[config.mk]
export PLATFORM = sky130hd
export DESIGN_NAME = dwpr_top
export DESIGN_NICKNAME = d
export VERILOG_FILES = /design/src/rtl/dwpr_top.v
export VERILOG_INCLUDE_DIRS = /design/src /design/src/rtl
export SDC_FILE = /design/constraint.sdc
export NUM_CORES = 1
export LEC_CHECK = 0
export BUFFER_PORTS_ARGS = -buffer_cell sky130_fd_sc_hd__buf_2
export CAP_MARGIN = 20
export CELL_PAD_IN_SITES_DETAIL_PLACEMENT = 1
export CELL_PAD_IN_SITES_GLOBAL_PLACEMENT = 1
export CORE_MARGIN = 2
export CORE_UTILIZATION = 39
export DETAILED_ROUTE_END_ITERATION = 10
export PLACE_DENSITY = 0.85
export RECOVER_POWER = 50
export REMOVE_ABC_BUFFERS = 1
export SETUP_SLACK_MARGIN = 0.5
export SLEW_MARGIN = 30
export SYNTH_ARGS = -nofsm -noshare
export SYNTH_HDL_FRONTEND = slang
export SYNTH_SLANG_ARGS = --single-unit
[constraint.sdc]
create_clock -name aclk -period 7 [get_ports aclk]
set_input_delay 0.35 -clock aclk [delete_from_list [all_inputs] [get_ports aclk]]
set_output_delay 0.35 -clock aclk [all_outputs]
set_load 0.02 [all_outputs]
[src/rtl/dwpr_map.vh]
/*
 * Register map and constants of the display writeback pipe reuse block.
 * Assumes a 32-bit AXI4-Lite slave with word-aligned byte addresses.
 */
`ifndef DWPR_MAP_VH
`define DWPR_MAP_VH

`define DWPR_OFF_CAPTURE   12'h000
`define DWPR_OFF_VID0      12'h004
`define DWPR_OFF_VID1      12'h008
`define DWPR_OFF_VID2      12'h00c
`define DWPR_OFF_STATUS    12'h010
`define DWPR_OFF_SYNCLOST  12'h014

`define DWPR_BIT_ENABLE    0
`define DWPR_BIT_MODE      19
`define DWPR_POS_ROUTE     1
`define DWPR_ROUTE_W       2
`define DWPR_ROUTE_PANEL   2'h0
`define DWPR_ROUTE_CAPTURE 2'h1

`define DWPR_RESP_OKAY     2'h0
`define DWPR_RESP_SLVERR   2'h2
`define DWPR_ZERO32        32'h00000000

`endif

[src/rtl/dwpr_top.v]
/*
 * Video pipe and memory capture path control: three video pipes, each
 * routable to a panel or to the capture-to-memory path, with an AXI4-Lite
 * register slave.  Assumes panel frame start and copy-done strobes come
 * from another clock domain and are synchronised here.
 */
// Function
// - Bit 19 of the capture attributes selects memory-to-memory operation.
// - At copy completion in memory-to-memory mode the capture enable clears itself; pipe enables stay.
// - A still-enabled pipe rerouted to a live panel connects mid-frame and raises sync lost.
// - Three video pipes exist, each with an enable in bit 0, any routable to capture.
`timescale 1ns/1ps
`include "dwpr_map.vh"

module dwpr_top
(
    input  wire        aclk,
    input  wire        aresetn,
    input  wire [11:0] s_axi_awaddr,
    input  wire        s_axi_awvalid,
    output reg         s_axi_awready,
    input  wire [31:0] s_axi_wdata,
    input  wire [3:0]  s_axi_wstrb,
    input  wire        s_axi_wvalid,
    output reg         s_axi_wready,
    output reg  [1:0]  s_axi_bresp,
    output reg         s_axi_bvalid,
    input  wire        s_axi_bready,
    input  wire [11:0] s_axi_araddr,
    input  wire        s_axi_arvalid,
    output reg         s_axi_arready,
    output reg  [31:0] s_axi_rdata,
    output reg  [1:0]  s_axi_rresp,
    output reg         s_axi_rvalid,
    input  wire        s_axi_rready,
    input  wire        panel_frame_start,
    input  wire        copy_done,
    output reg  [2:0]  pipe_to_panel,
    output reg  [2:0]  pipe_to_capture,
    output reg         sync_lost
);

    reg  [1:0]  fs_sync_reg;
    reg  [1:0]  cd_sync_reg;
    reg         fs_prev_reg;
    reg         cd_prev_reg;
    wire        fs_pulse;
    wire        cd_pulse;

    reg         cap_en_reg;
    reg         cap_mode_reg;
    reg  [2:0]  vid_en_reg;
    reg  [5:0]  vid_route_reg;
    reg         sync_lost_reg;

    reg  [11:0] aw_addr_reg;
    reg         aw_have_reg;
    reg  [31:0] w_data_reg;
    reg  [3:0]  w_strb_reg;
    reg         w_have_reg;
    wire        do_write;
    reg  [31:0] rd_value;
    reg         rd_hit;

    reg  [2:0]  new_en;
    reg  [5:0]  new_route;
    reg         new_cap_en;
    reg         new_cap_mode;
    reg         new_lost;
    reg  [2:0]  panel_next;
    reg  [2:0]  cap_next;
    reg  [1:0]  old_rt;
    reg  [1:0]  nrt;
    reg  [2:0]  live_rr;
    reg  [1:0]  rt_now;
    integer     i;
    integer     k;

    // Two-stage synchronisers; only the second stage is read
    always @(posedge aclk)
    begin
        if (!aresetn)
        begin
            fs_sync_reg <= 2'h0;
            cd_sync_reg <= 2'h0;
            fs_prev_reg <= 1'b0;
            cd_prev_reg <= 1'b0;
        end
        else
        begin
            fs_sync_reg <= {fs_sync_reg[0], panel_frame_start};
            cd_sync_reg <= {cd_sync_reg[0], copy_done};
            fs_prev_reg <= fs_sync_reg[1];
            cd_prev_reg <= cd_sync_reg[1];
        end
    end

    assign fs_pulse = fs_sync_reg[1] & ~fs_prev_reg;
    assign cd_pulse = cd_sync_reg[1] & ~cd_prev_reg;

    assign do_write = aw_have_reg & w_have_reg & ~s_axi_bvalid;

    // Register state update: software writes, then hardware events
    always @*
    begin
        new_en       = vid_en_reg;
        new_route    = vid_route_reg;
        new_cap_en   = cap_en_reg;
        new_cap_mode = cap_mode_reg;
        new_lost     = sync_lost_reg;
        live_rr      = 3'h0;
        old_rt       = 2'h0;
        nrt          = 2'h0;
        i            = 0;
        if (do_write && w_strb_reg[0])
        begin
            case (aw_addr_reg)
                `DWPR_OFF_CAPTURE:
                    new_cap_en = w_data_reg[`DWPR_BIT_ENABLE];
                `DWPR_OFF_VID0, `DWPR_OFF_VID1, `DWPR_OFF_VID2:
                begin
                    i = (aw_addr_reg - `DWPR_OFF_VID0) >> 2;
                    new_en[i] = w_data_reg[`DWPR_BIT_ENABLE];
                    new_route[2*i +: 2] =
                        w_data_reg[`DWPR_POS_ROUTE +: `DWPR_ROUTE_W];
                end
                // Write one to clear; a same-cycle event below wins
                `DWPR_OFF_SYNCLOST:
                    if (w_data_reg[0])
                        new_lost = 1'b0;
                default:
                    new_lost = new_lost;
            endcase
        end
        if (do_write && w_strb_reg[2] &&
            aw_addr_reg == `DWPR_OFF_CAPTURE)
            new_cap_mode = w_data_reg[`DWPR_BIT_MODE];
        // Copy done clears only the capture enable
        if (cd_pulse && cap_en_reg && cap_mode_reg)
            new_cap_en = 1'b0;
        // Live reroute of an enabled pipe to the panel loses sync
        for (i = 0; i < 3; i = i + 1)
        begin
            old_rt = vid_route_reg[2*i +: 2];
            nrt    = new_route[2*i +: 2];
            if (vid_en_reg[i] && new_en[i] &&
                old_rt != `DWPR_ROUTE_PANEL && nrt == `DWPR_ROUTE_PANEL)
            begin
                new_lost   = 1'b1;
                live_rr[i] = 1'b1;
            end
        end
    end

    // Output routing of each pipe, taken from the values being loaded
    // so that capture outputs, panel disconnects and live reroutes change on the same edge as enable and route
    always @*
    begin
        panel_next = pipe_to_panel;
        cap_next   = 3'h0;
        rt_now     = 2'h0;
        for (k = 0; k < 3; k = k + 1)
        begin
            rt_now = new_route[2*k +: 2];
            cap_next[k] = new_en[k] & new_cap_en &
                          (rt_now == `DWPR_ROUTE_CAPTURE);
            if (!new_en[k] || rt_now != `DWPR_ROUTE_PANEL)
                panel_next[k] = 1'b0;
            // Live reroute connects at once, mid-frame
            else if (live_rr[k])
                panel_next[k] = 1'b1;
            // Otherwise output waits for the next frame start
            else if (fs_pulse)
                panel_next[k] = 1'b1;
        end
    end

    always @(posedge aclk)
    begin
        if (!aresetn)
        begin
            cap_en_reg      <= 1'b0;
            cap_mode_reg    <= 1'b0;
            vid_en_reg      <= 3'h0;
            vid_route_reg   <= 6'h00;
            sync_lost_reg   <= 1'b0;
            pipe_to_panel   <= 3'h0;
            pipe_to_capture <= 3'h0;
            sync_lost       <= 1'b0;
        end
        else
        begin
            cap_en_reg      <= new_cap_en;
            cap_mode_reg    <= new_cap_mode;
            vid_en_reg      <= new_en;
            vid_route_reg   <= new_route;
            sync_lost_reg   <= new_lost;
            pipe_to_panel   <= panel_next;
            pipe_to_capture <= cap_next;
            sync_lost       <= new_lost;
        end
    end

    // AXI4-Lite write channel: address and data taken in either order
    always @(posedge aclk)
    begin
        if (!aresetn)
        begin
            aw_have_reg   <= 1'b0;
            w_have_reg    <= 1'b0;
            aw_addr_reg   <= 12'h000;
            w_data_reg    <= `DWPR_ZERO32;
            w_strb_reg    <= 4'h0;
            s_axi_awready <= 1'b0;
            s_axi_wready  <= 1'b0;
            s_axi_bvalid  <= 1'b0;
            s_axi_bresp   <= `DWPR_RESP_OKAY;
        end
        else
        begin
            s_axi_awready <= ~aw_have_reg & ~s_axi_awready & ~s_axi_bvalid;
            s_axi_wready  <= ~w_have_reg & ~s_axi_wready & ~s_axi_bvalid;
            if (s_axi_awvalid && s_axi_awready)
            begin
                aw_have_reg <= 1'b1;
                aw_addr_reg <= {s_axi_awaddr[11:2], 2'h0};
            end
            if (s_axi_wvalid && s_axi_wready)
            begin
                w_have_reg <= 1'b1;
                w_data_reg <= s_axi_wdata;
                w_strb_reg <= s_axi_wstrb;
            end
            if (do_write)
            begin
                aw_have_reg  <= 1'b0;
                w_have_reg   <= 1'b0;
                s_axi_bvalid <= 1'b1;
                s_axi_bresp  <= (aw_addr_reg <= `DWPR_OFF_SYNCLOST) ?
                                `DWPR_RESP_OKAY : `DWPR_RESP_SLVERR;
            end
            else if (s_axi_bvalid && s_axi_bready)
                s_axi_bvalid <= 1'b0;
        end
    end

    // Read decode
    always @*
    begin
        rd_value = `DWPR_ZERO32;
        rd_hit   = 1'b1;
        case ({s_axi_araddr[11:2], 2'h0})
            `DWPR_OFF_CAPTURE:
            begin
                rd_value[`DWPR_BIT_ENABLE] = cap_en_reg;
                rd_value[`DWPR_BIT_MODE]   = cap_mode_reg;
            end
            `DWPR_OFF_VID0:
                rd_value[2:0] = {vid_route_reg[1:0], vid_en_reg[0]};
            `DWPR_OFF_VID1:
                rd_value[2:0] = {vid_route_reg[3:2], vid_en_reg[1]};
            `DWPR_OFF_VID2:
                rd_value[2:0] = {vid_route_reg[5:4], vid_en_reg[2]};
            `DWPR_OFF_STATUS:
                rd_value[5:0] = {pipe_to_capture, pipe_to_panel};
            `DWPR_OFF_SYNCLOST:
                rd_value[0] = sync_lost_reg;
            default:
                rd_hit = 1'b0;
        endcase
    end

    always @(posedge aclk)
    begin
        if (!aresetn)
        begin
            s_axi_arready <= 1'b0;
            s_axi_rvalid  <= 1'b0;
            s_axi_rdata   <= `DWPR_ZERO32;
            s_axi_rresp   <= `DWPR_RESP_OKAY;
        end
        else
        begin
            s_axi_arready <= ~s_axi_arready & ~s_axi_rvalid;
            if (s_axi_arvalid && s_axi_arready)
            begin
                s_axi_rvalid <= 1'b1;
                s_axi_rdata  <= rd_value;
                s_axi_rresp  <= rd_hit ? `DWPR_RESP_OKAY
                                       : `DWPR_RESP_SLVERR;
            end
            else if (s_axi_rvalid && s_axi_rready)
                s_axi_rvalid <= 1'b0;
        end
    end

endmodule

# Word-level counts from Yosys, hierarchy flattened
# Cells that the tools add are included.
# word_totals
register_bits,75
in_bits,69
word_cells,157
# op_classes
add_sub_neg,2
n_lt_le_gt_ge,3
n_eq_ne,12
shifts,2
n_mux,35
n_bitwise,25
reduce_logical,52
# ops
op,n
$eq A10 B2 Y1 const B,4
$neg A31 Y33,1
$shift A2 B33 Y6 const A,1
$shiftx A2 B33 Y6,1
$eq A10 B3 Y1 const B,3
$ge A30 B1 Y1 const B,1
$lt A30 B3 Y1 const B,1
$mux W1,23
$reduce_bool A2 Y1,11
$eq A10 B1 Y1 const B,2
$logic_and A1 B1 Y1,20
$and A1 B1 Y1,15
$sub A12 B3 Y13 const B,1
$le A12 B5 Y1 const B,1
$logic_not A12 Y1,1
$mux W6,2
$reduce_bool A4 Y1,3
$logic_not A10 Y1,1
$not A1 Y1,10
$mux W3,3
$pmux W2 S4,1
$reduce_or A2 Y1,4
$bwmux W6,1
$eq A2 B1 Y1 const B,3
other kinds (10),17

# Depth between registers and ports, before layout
# logic_depth
ltp_word,14
mapped_depth,18
ltp_nobuf,15

# Worst setup path after synthesis
# No wires, ideal clock.
# synth_path
path_type,reg2reg
from,register aw_addr_reg[2]
to,register pipe_to_capture[0]
setup_time_ns,0.121
arrival_ns,3.555
required_time_ns,6.879
path_slack_ns,3.324
stages_incl_launch_ff,15
path_buffers,2
period_less_slack_ns,3.676
cell_sequence,dfxtp_1 -> buf_2 -> buf_2 -> inv_1 -> ha_1 -> or3b_1 -> nor4b_1 -> o32a_1 -> inv_2 -> ha_1 -> nand3b_1 -> a2111oi_2 -> a2bb2oi_4 -> nand3b_4 -> mux2_4
# synth_via
elab_chain_len,10
word_cells_on_any_way,26
classes_between,add/sub: 2; order compare: 2; eq/ne: 4; shift: 2; mux: 11; bitwise: 2; reduce/logical: 3
# synth_rtl
element,line,text
start: declaration,dwpr_top.v:56,reg [11:0] aw_addr_reg;
start signal: assignment,dwpr_top.v:226,"aw_addr_reg <= {s_axi_awaddr[11:2], 2'h0};"
$sub A12 B3 Y13 (no line),--,
$ge A30 B1 Y1 or $lt A30 B3 Y1 (tied branches),dwpr_top.v:123,new_en[i] = w_data_reg[`DWPR_BIT_ENABLE];
$logic_and A1 B1 Y1,dwpr_top.v:123,
$mux W1,dwpr_top.v:123,
$demux W1 S2,dwpr_top.v:123,
$bwmux W3,dwpr_top.v:123,
$mux W3,dwpr_top.v:117,case (aw_addr_reg)
$mux W3,dwpr_top.v:115,if (do_write && w_strb_reg[0])
$and A1 B1 Y1,dwpr_top.v:165,cap_next[k] = new_en[k] & new_cap_en &
$and A1 B1 Y1 (*),dwpr_top.v:165,
end signal: assignment,dwpr_top.v:199,pipe_to_capture <= cap_next;
end: declaration,dwpr_top.v:39,"output reg [2:0] pipe_to_capture,"
# Mark *: on every way between the ends. The rest lies on a longest branch, timed or not.
# A chain may end at the register's enable or synchronous reset.

# Final worst setup path
# Same ends and word-level chain as after synthesis.

==> results.sh <==
export IMPL_routed_via_count=3252
export IMPL_layout_drive_gt1_share=0.1477
export IMPL_cts_resized=0
export IMPL_overflow=0
export IMPL_status="finished clean"
export IMPL_worstPathRequired_ns=7.22
export IMPL_slew_headroom=0.2481
export IMPL_netlist_instances=431
export IMPL_max_stage_delay_ns=0.86
export IMPL_first_pass_iters=4
export IMPL_seq_area_frac_synth=0.3233
export IMPL_finalHoldViolations=0
export IMPL_ys_flop_type="dfxtp_1"
export IMPL_die_area_um2=9660
export IMPL_die_w_um=98.29
export IMPL_cts_sinks=56
export IMPL_portBuffers=55
export IMPL_setup_viol=0
export IMPL_holdWs_ns=0.2230
export IMPL_htreeDepth=2
export IMPL_synth_area_per_cell_um2=8.044
export IMPL_power_per_cell_area_nw_per_um2=180.7
export IMPL_hpwlAfterDp_mm=6.950
export IMPL_finalCriticalPeriod_ns=4.719
export IMPL_synth_distinct_cells=72
export IMPL_whs_path_depth=2
export IMPL_synth_edf_count=0
export IMPL_reg2regPathDepth=12
export IMPL_clk_latency_ns=0.32
export IMPL_regArea_um2=1121
export IMPL_row_count=34
export IMPL_r2r_start="aw_addr_reg[2]"
export IMPL_hold_end="cd_sync_reg[0]"
export IMPL_synth_area_um2=3467
export IMPL_largest_reg_flops=10
export IMPL_grt_start_max_net_pins=36
export IMPL_cp_slowest_cell="dfxtp_1"
export IMPL_min_path_type="in -> reg"
export IMPL_cts_buffer_depth=2
export IMPL_cts_root_buf="clkbuf_8"
export IMPL_endpoint_kind="flip-flop"
export IMPL_crit_fanout=21
export IMPL_diodes=0
export IMPL_start_util=0.3995
export IMPL_die_h_um=98.29
export IMPL_min_period_over_period=0.6742
export IMPL_async_flop_share=0
export IMPL_grt_pass1_vias=3244
export IMPL_power_leakage_nw=1.505
export IMPL_ant_nets=0
export IMPL_yosys_warnings=0
export IMPL_grt_usage=0.1892
export IMPL_clock_skew_ns=0.005622
export IMPL_most_common_layout_cells="56 x nand2_1, 56 x dfxtp_1, 46 x buf_2"
export IMPL_cts_inserted_buffers=5
export IMPL_cts_tree="yes"
export IMPL_drt_iter0_markers=59
export IMPL_final_max_slew_violation_count=0
export IMPL_timing_fmax_mhz=211.9
export IMPL_viasPerCell=5.588
export IMPL_vdd_drop_max_mv=0.09191
export IMPL_clk_pin_slew_worst_paths_ns=0.11
export IMPL_wire_per_inst_um=15.63
export IMPL_cp_data_arrival_time_ns=4.94
export IMPL_fin_nets=554
export IMPL_cts_setup_buffers=0
export IMPL_start_kind="flip-flop"
export IMPL_drv_cap=0
export IMPL_tns_ns=0
export IMPL_ys_seq_elements=56
export IMPL_r2r_slack_ns=2.28
export IMPL_core_area_um2=8678
export IMPL_grt_first_pass_wirelength_mm=15.40
export IMPL_path_class="reg -> reg"
export IMPL_route_detailed_drc=0
export IMPL_antenna_found_initial=0
export IMPL_crit_path_cell_trace="inv_1, ha_1, or3b_1, nor4b_1, o32a_1, inv_2, ha_1, nand3b_1, a2111oi_2, a2bb2oi_4, nand3b_4, mux2_4"
export IMPL_area_delta_synth_final_pct=8.806
export IMPL_multi_input_area_um2=2086
export IMPL_worst_pin_slew_ns=1.127
export IMPL_rsz0062_at_grt="false"
export IMPL_reg2reg_to="pipe_to_capture[0]"
export IMPL_critPathMostFrequentCell="ha_1"
export IMPL_hold_buffers=0
export IMPL_finalWeightedCongestion=0.9135
export IMPL_nFillCells=1110
export IMPL_num_io_pins=117
export IMPL_totalWireLength_mm=9.097
export IMPL_min_from="copy_done"
## per-layer routing
layer  global-route usage  up-vias  wire length (um)
met1               0.2377     1569              4109
li1                     -     1580                 -
met3              0.03722       13               452
met5                    0        -                 0
met4              0.03688        0                99
met2               0.3375       90              4435
## worst max-delay path, delay by kind of cell (launching register included)
kind	cells	cell delay (ns)
buf+inv	2	0.36
compound gates	3	1.18
flops	1	0.86
simple gates	4	1.15
mux	1	0.32
fa+ha+maj	2	0.74
## power by group
part           switching [mW]  internal, mW
sequential             0.0158         0.328
clock                   0.120        0.0732
combinational          0.0926        0.0523
total                   0.228         0.453
## through the flow
stage | worst slack (ns) | total power, mW | utilization | instance area [um2] | instances
after floorplan | 3.229 | 0.4499 | - | 3278 | 411
after global placement | 2.522 | 0.4867 | 0.4250 | 3689 | 574
after detailed placement | 2.397 | 0.4945 | 0.4250 | 3689 | 574
after CTS | 2.306 | 0.6833 | 0.4360 | 3784 | 582
after global routing | 2.111 | 0.7184 | 0.4347 | 3772 | 582
final | 2.281 | 0.6816 | 0.4347 | 3772 | 582
## area by class of cell
class / count / share of cell area
Multi-Input combinational cell: 336 / 0.5529
Sequential cell: 56 / 0.2972
Timing Repair Buffer: 55 / 0.06998
Tap cell: 108 / 0.03582
Inverter: 19 / 0.01891
Clock buffer: 5 / 0.01824
Clock inverter: 3 / 0.006965
## worst max-delay path by stage
stage	startpoint	endpoint	cells after the start
after floorplan	aw_addr_reg[2]	pipe_to_capture[0]	12
after global placement	aw_addr_reg[2]	pipe_to_capture[0]	12
after detailed placement	aw_addr_reg[2]	pipe_to_capture[0]	12
after CTS	aw_addr_reg[2]	pipe_to_capture[0]	12
after global routing	aw_addr_reg[2]	pipe_to_capture[0]	13
final	aw_addr_reg[2]	pipe_to_capture[0]	12
## cell usage after synthesis (all sizes together), types with 7 or more instances
cell type	instances	area share
ha	12	0.043
a21oi	32	0.046
and2	9	0.016
buf	36	0.072
nor3	13	0.019
inv	18	0.019
nand3b	7	0.020
nand2	56	0.061
clkbuf	10	0.011
nor2	37	0.040
nand4	12	0.022
mux2i	15	0.043
nand3	18	0.027
nor4	9	0.018
dfxtp	56	0.32
o21ai	9	0.013
## logic make-up (layout without fill, tap and decap cells)
kind of cell / count (synthesis) / after routing / share of synthesized area
AOI/OAI and AO/OA: 80 / 80 / 0.1628
buffers and inverters: 65 / 82 / 0.1032
other: 1 / 27 / 0.001082
and+or+nand+nor: 194 / 194 / 0.2948
adders and majority gates: 12 / 12 / 0.04330
xor gates and xnor gates: 6 / 6 / 0.01732
DFF: 56 / 56 / 0.3234
muxes: 17 / 17 / 0.05413
No activity file was read; power rests on OpenSTA's default activity.
